[src/pdp_pkg.sv]
// package: constants and types of the paired isolated digital port
`default_nettype none
package pdp_pkg;
	localparam int          NBITS          = 16;
	localparam int          NPAIRS         = 8;
	localparam logic [11:0] ADDR_DATA      = 12'h000;
	localparam logic [11:0] ADDR_STAT      = 12'h004;
	localparam logic [5:0]  ADDR_CFG_BLK   = 6'h01;
	localparam int          STAT_FAULT_POS = 0;
	localparam int          STAT_PF_POS    = 1;
	localparam logic [15:0] DATA_RST       = 16'h0000;
	typedef enum logic [3:0] {
		general_bidir_function,
		general_output_function,
		general_input_function,
		fault_follower_output,
		power_loss_output,
		fault_gated_output
	} pdp_func_type;
	localparam logic [3:0] FUNC_COUNT = 4'h6;
	typedef enum logic {
		chassis_single_ended_reference,
		pair_isolated_reference
	} pdp_ref_type;
	typedef enum logic {
		active_low_polarity,
		active_high_polarity
	} pdp_pol_type;
	typedef struct packed {
		pdp_func_type func;
		pdp_pol_type  pol;
		pdp_ref_type  refsel;
	} pdp_cfg_type;
	localparam int          CFG_W       = $bits(pdp_cfg_type);
	localparam pdp_cfg_type CFG_DEFAULT = '{
		func:   general_bidir_function,
		pol:    active_low_polarity,
		refsel: chassis_single_ended_reference
	};
endpackage : pdp_pkg
`default_nettype wire

[src/pdp_pair_cell.sv]
// module: output stage and read-back of one bit pair
`timescale 1ns/100ps
`default_nettype none
module pdp_pair_cell
	import pdp_pkg::*;
(
	input  wire logic        clk,
	input  wire logic        srst,
	input  wire pdp_cfg_type cfg_even,
	input  wire pdp_cfg_type cfg_odd,
	input  wire logic [1:0]  wdata,
	input  wire logic        fault,
	input  wire logic        pf,
	input  wire logic [1:0]  pin_i,
	output logic [1:0]       pin_o,
	output logic [1:0]       pin_oe_n,
	output logic [1:0]       rd
);
	logic [1:0] o_d;
	logic [1:0] o_q;
	logic [1:0] oe_n_d;
	logic [1:0] oe_n_q;
	logic       iso;
	logic       lv_even;

	function automatic logic drive_level(input pdp_cfg_type c, input logic d,
		input logic f, input logic p);
		logic lv;
		lv = 1'b1;
		unique case (c.func)
			general_bidir_function:  lv = d;
			general_output_function: lv = d;
			general_input_function:  lv = 1'b1;
			fault_follower_output:   lv = f;
			power_loss_output:       lv = p;
			fault_gated_output:      lv = d & ~f;
			default:                 lv = 1'b1;
		endcase
		return (c.pol == active_high_polarity) ? lv : ~lv;
	endfunction : drive_level

	function automatic logic sense(input pdp_cfg_type c, input logic d, input logic pin);
		logic s;
		s = d;
		if (c.func == general_input_function || c.func == general_bidir_function) begin
			s = (c.pol == active_high_polarity) ? pin : ~pin;
		end
		return s;
	endfunction : sense

	always_comb begin
		iso     = cfg_even.refsel == pair_isolated_reference;
		lv_even = drive_level(cfg_even, wdata[0], fault, pf);
		if (iso) begin
			// isolator plus and minus are driven as a complementary pair
			o_d    = {~lv_even, lv_even};
			oe_n_d = 2'b00;
			rd     = {1'b0, wdata[0]};
		end else begin
			// open collector: only a low level is driven
			o_d       = 2'b00;
			oe_n_d[0] = (cfg_even.func == general_input_function) | lv_even;
			oe_n_d[1] = (cfg_odd.func == general_input_function)
				| drive_level(cfg_odd, wdata[1], fault, pf);
			rd[0]     = sense(cfg_even, wdata[0], pin_i[0]);
			rd[1]     = sense(cfg_odd, wdata[1], pin_i[1]);
		end
	end

	always_ff @(posedge clk) begin
		if (srst) begin
			o_q    <= 2'b00;
			oe_n_q <= 2'b11;
		end else begin
			o_q    <= o_d;
			oe_n_q <= oe_n_d;
		end
	end

	assign pin_o    = o_q;
	assign pin_oe_n = oe_n_q;
endmodule : pdp_pair_cell
`default_nettype wire

[src/pdp_port_top.sv]
// module: apb slave, configuration store and port word of the digital port
`timescale 1ns/100ps
`default_nettype none
module pdp_port_top
	import pdp_pkg::*;
(
	input  wire logic        SYS_CLK,
	input  wire logic        SRST,
	input  wire logic        PWR_ON_RST,
	input  wire logic        EXT_FAULT,
	input  wire logic        PF_SAVED,
	input  wire logic        RUN_START,
	input  wire logic        PSEL,
	input  wire logic        PENABLE,
	input  wire logic        PWRITE,
	input  wire logic [11:0] PADDR,
	input  wire logic [31:0] PWDATA,
	output logic      [31:0] PRDATA,
	output logic             PREADY,
	output logic             PSLVERR,
	input  wire logic [15:0] PIN_I,
	output logic      [15:0] PIN_O,
	output logic      [15:0] PIN_OE_N
);
	pdp_cfg_type               cfg_q [NBITS];
	pdp_cfg_type               cfg_d [NBITS];
	logic [15:0]               data_q;
	logic [15:0]               data_d;
	logic                      pf_q;
	logic                      pf_d;
	logic [31:0]               rdata_q;
	logic [31:0]               rdata_d;
	logic [15:0]               port_rd;
	logic                      setup;
	logic                      access;
	logic                      wr;
	logic                      hit_data;
	logic                      hit_stat;
	logic                      hit_cfg;
	logic                      cfg_ok;
	logic [3:0]                idx;
	logic [3:0]                pidx;
	pdp_cfg_type               new_cfg;
	logic [NBITS*CFG_W-1:0]    cfg_flat;
	logic [15:0]               iso_odd_mask;

	function automatic logic iso_func_ok(input pdp_func_type f);
		return f == general_output_function || f == fault_follower_output
			|| f == power_loss_output || f == fault_gated_output;
	endfunction : iso_func_ok

	always_comb begin
		setup    = PSEL & ~PENABLE;
		access   = PSEL & PENABLE;
		wr       = access & PWRITE;
		idx      = PADDR[5:2];
		pidx     = {idx[3:1], ~idx[0]};
		hit_data = PADDR == ADDR_DATA;
		hit_stat = PADDR == ADDR_STAT;
		hit_cfg  = PADDR[11:6] == ADDR_CFG_BLK && PADDR[1:0] == 2'b00;
		new_cfg  = pdp_cfg_type'(PWDATA[CFG_W-1:0]);
		cfg_ok   = PWDATA[CFG_W-1:2] < FUNC_COUNT
			&& (new_cfg.refsel == chassis_single_ended_reference
			|| iso_func_ok(new_cfg.func));
	end

	// zero wait states; bad offsets and illegal pair functions answer with an error
	assign PREADY  = 1'b1;
	assign PSLVERR = access & (~(hit_data | hit_stat | hit_cfg)
		| (PWRITE & hit_cfg & ~cfg_ok));
	assign PRDATA  = rdata_q;

	always_comb begin
		for (int i = 0; i < NBITS; i++) begin
			cfg_d[i] = cfg_q[i];
		end
		if (PWR_ON_RST) begin
			for (int i = 0; i < NBITS; i++) begin
				cfg_d[i] = CFG_DEFAULT;
			end
		end else if (wr && hit_cfg && cfg_ok) begin
			cfg_d[idx] = new_cfg;
			if (new_cfg.refsel == pair_isolated_reference) begin
				cfg_d[pidx] = new_cfg;
			end else if (cfg_q[idx].refsel == pair_isolated_reference) begin
				cfg_d[pidx] = CFG_DEFAULT;
			end
		end
	end

	// only power-on resets the store, so an instrument reset keeps it
	always_ff @(posedge SYS_CLK) begin
		cfg_q <= cfg_d;
	end

	always_comb begin
		data_d = data_q;
		if (wr && hit_data) begin
			data_d = PWDATA[15:0];
		end
		pf_d = PF_SAVED | (pf_q & ~RUN_START & ~PWR_ON_RST);
	end

	always_ff @(posedge SYS_CLK) begin
		if (SRST) begin
			data_q <= DATA_RST;
		end else begin
			data_q <= data_d;
		end
		pf_q <= pf_d;
	end

	// read data is captured in the setup cycle so it comes from a flip-flop
	always_comb begin
		rdata_d = rdata_q;
		if (setup) begin
			rdata_d = 32'h0000_0000;
			if (hit_data) begin
				rdata_d[15:0] = port_rd;
			end else if (hit_stat) begin
				rdata_d[STAT_FAULT_POS] = EXT_FAULT;
				rdata_d[STAT_PF_POS]    = pf_q;
			end else if (hit_cfg) begin
				rdata_d[CFG_W-1:0] = cfg_q[idx];
			end
		end
	end

	always_ff @(posedge SYS_CLK) begin
		if (SRST) begin
			rdata_q <= 32'h0000_0000;
		end else begin
			rdata_q <= rdata_d;
		end
	end

	for (genvar p = 0; p < NPAIRS; p++) begin : g_pair
		pdp_pair_cell u_cell (
			.clk      (SYS_CLK),
			.srst     (SRST),
			.cfg_even (cfg_q[2*p]),
			.cfg_odd  (cfg_q[2*p+1]),
			.wdata    (data_q[2*p +: 2]),
			.fault    (EXT_FAULT),
			.pf       (pf_q),
			.pin_i    (PIN_I[2*p +: 2]),
			.pin_o    (PIN_O[2*p +: 2]),
			.pin_oe_n (PIN_OE_N[2*p +: 2]),
			.rd       (port_rd[2*p +: 2])
		);
	end

	always_comb begin
		for (int i = 0; i < NBITS; i++) begin
			cfg_flat[i*CFG_W +: CFG_W] = cfg_q[i];
		end
	end

	// odd read bits that an isolated pair must hold at zero
	always_comb begin
		iso_odd_mask = 16'h0000;
		for (int p = 0; p < NPAIRS; p++) begin
			iso_odd_mask[2*p+1] = cfg_q[2*p].refsel == pair_isolated_reference;
		end
	end
endmodule : pdp_port_top
`default_nettype wire

[config.mk]
export PLATFORM = sky130hd
export DESIGN_NAME = pdp_port_top
export DESIGN_NICKNAME = d
export VERILOG_FILES = /design/src/pdp_pkg.sv /design/src/pdp_pair_cell.sv /design/src/pdp_port_top.sv
export SDC_FILE = /design/constraint.sdc
export NUM_CORES = 1
export LEC_CHECK = 0
export BUFFER_PORTS_ARGS = -buffer_cell sky130_fd_sc_hd__buf_2
export CAP_MARGIN = 15
export CORE_ASPECT_RATIO = 0.9
export CORE_MARGIN = 5
export CORE_UTILIZATION = 64
export CTS_BUF_LIST = sky130_fd_sc_hd__clkbuf_8
export DETAILED_ROUTE_END_ITERATION = 16
export PLACE_DENSITY = 0.88
export RECOVER_POWER = 25
export SYNTH_ARGS = -nofsm -noshare
export SYNTH_HDL_FRONTEND = slang
export SYNTH_SLANG_ARGS = --single-unit
[constraint.sdc]
create_clock -name SYS_CLK -period 4.2 [get_ports SYS_CLK]
set_input_delay 0.63 -clock SYS_CLK [delete_from_list [all_inputs] [get_ports SYS_CLK]]
set_output_delay 0.63 -clock SYS_CLK [all_outputs]
set_load 0.01 [all_outputs]
# Yosys cells after proc, flatten, opt, wreduce, memory -nomap -nowiden
# Index checks and enable logic that the tools add are counted.
[word_totals]
input_bits = 69
elab_cells = 435
output_inout_bits = 66
register_bits = 161
[classes]
n_lt_le_gt_ge = 5
n_reduce_logical = 69
muxes = 104
bitwise = 104
n_eq_ne = 86
[op_table]
columns = ["cell", "n"]
rows = [
  ["$bwmux 96", 2],
  ["$mux 96", 2],
  ["$eq 4x3->1 const B", 34],
  ["$eq 4x2->1 const B", 33],
  ["$and 96x96->96", 1],
  ["$not 96->96", 1],
  ["$eq 4x1->1 const B", 17],
  ["$logic_not 4->1", 16],
  ["$pmux 1 s4", 16],
  ["$mux 1", 56],
  ["$not 1->1", 56],
  ["$demux 6 s4", 2],
  ["$reduce_or 2->1", 24],
  ["$mux 6", 6],
  ["$mux 2", 17],
  ["$and 1x1->1", 24],
  ["$bmux 6 s4", 1],
  ["$logic_or 1x1->1", 20],
  ["$or 1x1->1", 20],
  ["$eq 12x3->1 const B", 1],
  ["$logic_not 12->1", 1],
  ["$ge 5x5->1 const B", 2],
  ["$lt 5x1->1 const B", 2],
  ["$mux 10", 1],
  ["other kinds (6)", 13],
]

# Depth between registers and ports, before layout
[logic_depth]
depth_word = 10
depth_mapped = 9
depth_no_buf = 5

# Modules after synthesis
# Synthesis repeated with hierarchy kept, for this count alone.
[unflattened]
cells_unflattened = 1255
area_unflattened_um2 = 10517.6
[modules_own_cells]
columns = ["mod", "seq_area_each_um2", "n_inst", "area_per_inst_um2", "cells_per_inst"]
rows = [
  ["pdp_port_top", 2582.5, 1, 7704.9, 911],
  ["pdp_pair_cell", 80.1, 8, 351.6, 43],
]

# Worst setup path after synthesis
# OpenSTA, ideal clock, no wires.
[synth_timing]
kind = "input to output"
from = "in PADDR[3]"
to = "out PSLVERR"
t_arrival_ps = 1886
path_stages = 6
slack_ps = 1684
required_time_ps = 3570
path_buffers = 2
cell_sequence = "buf_4 -> buf_6 -> nor4b_1 -> nand3_1 -> nand4_1 -> nor2_1"
[synth_between]
elab_chain_len = 6
word_cells_on_any_way = 7
cone_classes = "1 x eq/ne; 5 x bitwise; 1 x reduce/logical"
[synth_rtl]
columns = ["item", "line", "source"]
rows = [
  ["start, declared", "pdp_port_top.sv:16", "input wire logic [11:0] PADDR,"],
  ["$eq 12x3->1 / $logic_not 12->1 (equally long branches)", "pdp_port_top.sv:59, pdp_port_top.sv:58", ""],
  ["$or 1x1->1 (*) (2 in a row)", "pdp_port_top.sv:69", "assign PSLVERR = access & (~(hit_data | hit_stat | hit_cfg)"],
  ["$not 1->1 (*)", "pdp_port_top.sv:69", ""],
  ["$or 1x1->1 (*)", "pdp_port_top.sv:70", "| (PWRITE & hit_cfg & ~cfg_ok));"],
  ["$and 1x1->1 (*)", "pdp_port_top.sv:69", ""],
  ["end, declared", "pdp_port_top.sv:20", "output logic PSLVERR,"],
]
# Every way passes the cells marked *; elsewhere a longest branch is shown, timed or not.

# Worst setup path in the final report
[layout_timing]
from = "in PADDR[4]"
to = "out PSLVERR"
# The elaborated chain is that of the path after synthesis.

==> results.json <==
{
  "synth_top_family_by_area": "compound AO/OA/AOI/OAI gates",
  "grt_max_degree": 71,
  "drcViolationCount": 0,
  "synth_fa_ha_area_share_pct": 0,
  "cpPeakStageDelay_ns": 0.54,
  "yosysWarnings": 0,
  "clockBufferDepth": 2,
  "relSlewSlack_pct": -11.91,
  "period_share_pct": 70.04,
  "setup_tns_ns": 0,
  "synth_top_area_share_pct": 34.45,
  "grt_overflow_total": 0,
  "ctsResizeCount": 0,
  "p_per_area_nw_per_um2": 305.8,
  "via_per_inst": 7.052,
  "synthMuxAreaShare_pct": 9.028,
  "clk_latency_ns": 0.48,
  "ant_nets": 0,
  "worst_setup_path_start_kind": "input pin",
  "cap_violations": 1,
  "setup_violations": 0,
  "async_flop_share_pct": 0,
  "die_h_microns": 124.7,
  "critical_path_class": "in -> out",
  "place_hpwl_microns": 21230,
  "ys_seq_area_share_pct": 34.45,
  "cts_setup_buffers": 0,
  "syn2layout_area_growth_pct": 8.974,
  "yosysTopAreaCell": "dfxtp_1",
  "drv_slew": 29,
  "max_freq_ghz": 0.3399,
  "die_w_microns": 137.4,
  "syn_avg_cell_area_sq_um": 7.955,
  "peakVddDrop_mv": 0.2458,
  "end_kind": "output port",
  "cts_tree": "done",
  "antenna_found_initial": 0,
  "start_util_pct": 64.50,
  "violations": "max-capacitance violations, max-slew violations",
  "root_buffer": "clkbuf_8",
  "synth-main-ff-cell": "dfxtp_1",
  "synth.ff_latch_count": 161,
  "drive_above_1_share_pct": 11.08,
  "place.port_buffers": 101,
  "cts_inserted_buffers": 17,
  "arrival_ns": 2.31,
  "cts.reportedPaths.clkPinSlew_ns": 0.08,
  "synth_xor_area_share_pct": 2.341,
  "core_area_sq_um": 14500,
  "crit_fanout": 33,
  "fin_crit_ns": 2.942,
  "ios": 135,
  "worst_ep_required_time_ns": 3.57,
  "status": "complete, but fails checks",
  "cts_max_level": 4,
  "synth.distinct_cells": 66,
  "via_count": 10120,
  "p_leak_uw": 0.003694,
  "tightest_slew_ns": 1.679,
  "hold_viol_final": 0,
  "num-nets-final": 1293,
  "dieArea_sq_um": 17140,
  "cp_cell_sequence": "buf_2 > nor2_1 > nand4_1 > buf_4 > nand4_1 > nor2_1 > buf_2",
  "wl_microns": 31850,
  "filler_cell_count": 1167,
  "clock_skew_ns": 0.01041,
  "synthTopCellsByArea": "dfxtp_1 34%, a21oi_1 8.5%, o21ai_0 5.1%",
  "synth_compound_area_share_pct": 26.16,
  "whs_ns": 0.3302,
  "synthesis.area_sq_um": 9355,
  "first_global_vias": 9105,
  "synthCells": 1176,
  "critPathSlowestCell": "buf_2",
  "clock_sinks": 161,
  "gp_congestion": 0.9830,
  "synthSimpleGateAreaFrac_pct": 21.35,
  "hold_path.class": "in -> reg",
  "rsz0062_at_grt": "false",
  "grt_first_pass_wirelength_microns": 47910,
  "fin_util_pct": 70.29,
  "diodes": 0,
  "rows": 42,
  "firstDrtPassIters": 8,
  "power_uw": 3118,
  "synth-edff-count": 0,
  "gr-usage-all-layers_pct": 35.59,
  "post_drt_wl_per_cell_microns": 22.19,
  "hold_buffers": 0,
  "drt_iter0_markers": 1713
}
[power breakdown]
part	total [uW]	leakage, uW	switching (uW)	internal [uW]
Clock	1260	0.000229	589	670
Sequential	1540	0.00130	10.6	1530
Combinational	315	0.00217	222	93.1
[layer usage]
layer	routed length, microns	track usage (%)	vias to the layer above
met2	13230	51.00	904
li1	-	-	4391
met1	11400	46.74	4595
met4	1973	19.37	0
met5	0	0	-
met3	5244	12.08	229
[Yosys cell counts, drive strengths merged (12+ instances only)]
master / instances
dfxtp: 161
inv: 21
a21o: 17
or3: 16
nor2: 81
nand2: 84
a21oi: 160
xnor2: 24
mux2i: 45
nand3: 42
mux4: 17
nor3b: 12
o31ai: 12
o211ai: 13
a211oi: 14
o21ai: 100
and3: 20
nor4: 21
nor3: 33
buf: 43
clkbuf: 70
nand2b: 32
a31oi: 14
[stage by stage]
step	area [sq um]	cells	setup WS (ns)
global placement	9826	1403	1.287
floorplan	9412	1191	1.684
detailed placement	9826	1403	1.247
global route	10190	1435	1.161
finish	10190	1435	1.258
CTS	10250	1435	1.322
[placed cells by master (no fill, tap or decap), types with 5 or more instances in the layout]
cell,instances
nor3b_1,11
nand4_1,11
nand3_1,41
o211a_1,8
a2111oi_0,9
nor3_1,31
a211oi_1,14
nor4b_1,5
o21ai_0,95
inv_1,24
or3_1,16
dfxtp_1,161
nor2b_1,8
a21o_1,17
and2_1,11
o21ai_1,5
nor4_1,20
nand2_1,84
o211ai_1,12
o311ai_0,6
o22ai_1,7
conb_1,17
o31ai_1,12
xnor2_1,24
mux4_2,17
mux2i_1,45
and3_1,20
clkbuf_1,48
nand2b_1,32
a21oi_1,159
a31oi_1,14
a22oi_1,11
nor2_1,81
buf_4,26
buf_2,53
clkbuf_8,19
[cell type report]
| cell class | instances | area, sq um | area share, % |
|---|---|---|---|
| Clock inverter | 13 | 167.7 | 1.645 |
| Timing Repair Buffer | 127 | 640.6 | 6.284 |
| Inverter | 22 | 82.58 | 0.8100 |
| Tap cell | 198 | 247.7 | 2.430 |
| Sequential cell | 161 | 3223 | 31.62 |
| Multi-Input combinational cell | 895 | 5572 | 54.65 |
| Clock buffer | 19 | 261.5 | 2.565 |
[cell families (layout without fill, tap and decap cells)]
| logic type | count (synthesis) | after routing |
|---|---|---|
| DFF | 161 | 161 |
| and+or+nand+nor | 386 | 386 |
| AOI/OAI and AO/OA | 404 | 404 |
| xor gates and xnor gates | 25 | 25 |
| other | 2 | 17 |
| buffers and inverters | 135 | 181 |
| muxes | 63 | 63 |
[critical path: cells and delay by family]
family / cells / cell delay, ns
buf+inv: 3 / 0.97
simple gates: 4 / 0.69
[final timing paths]
| kind | startpoint | endpoint | slack, ns | cells past startpoint |
|---|---|---|---|---|
| max | PADDR[4] | PSLVERR | 1.26 | 7 |
| min | PF_SAVED | pf_q | 0.33 | 2 |
| max reg2reg | cfg_flat[60] | cfg_flat[16] | 2.11 | 6 |
| min reg2reg | pf_q | pf_q | 0.46 | 1 |
[registers in the layout (all words and copies together), names as in the netlist]
register                cells
g_pair.u_cell.pin_o        16
cfg_flat                   96
PRDATA                     16
pf_q                        1
g_pair.u_cell.pin_oe_n     16
data_q                     16
Power figures use the tool's default switching activity.
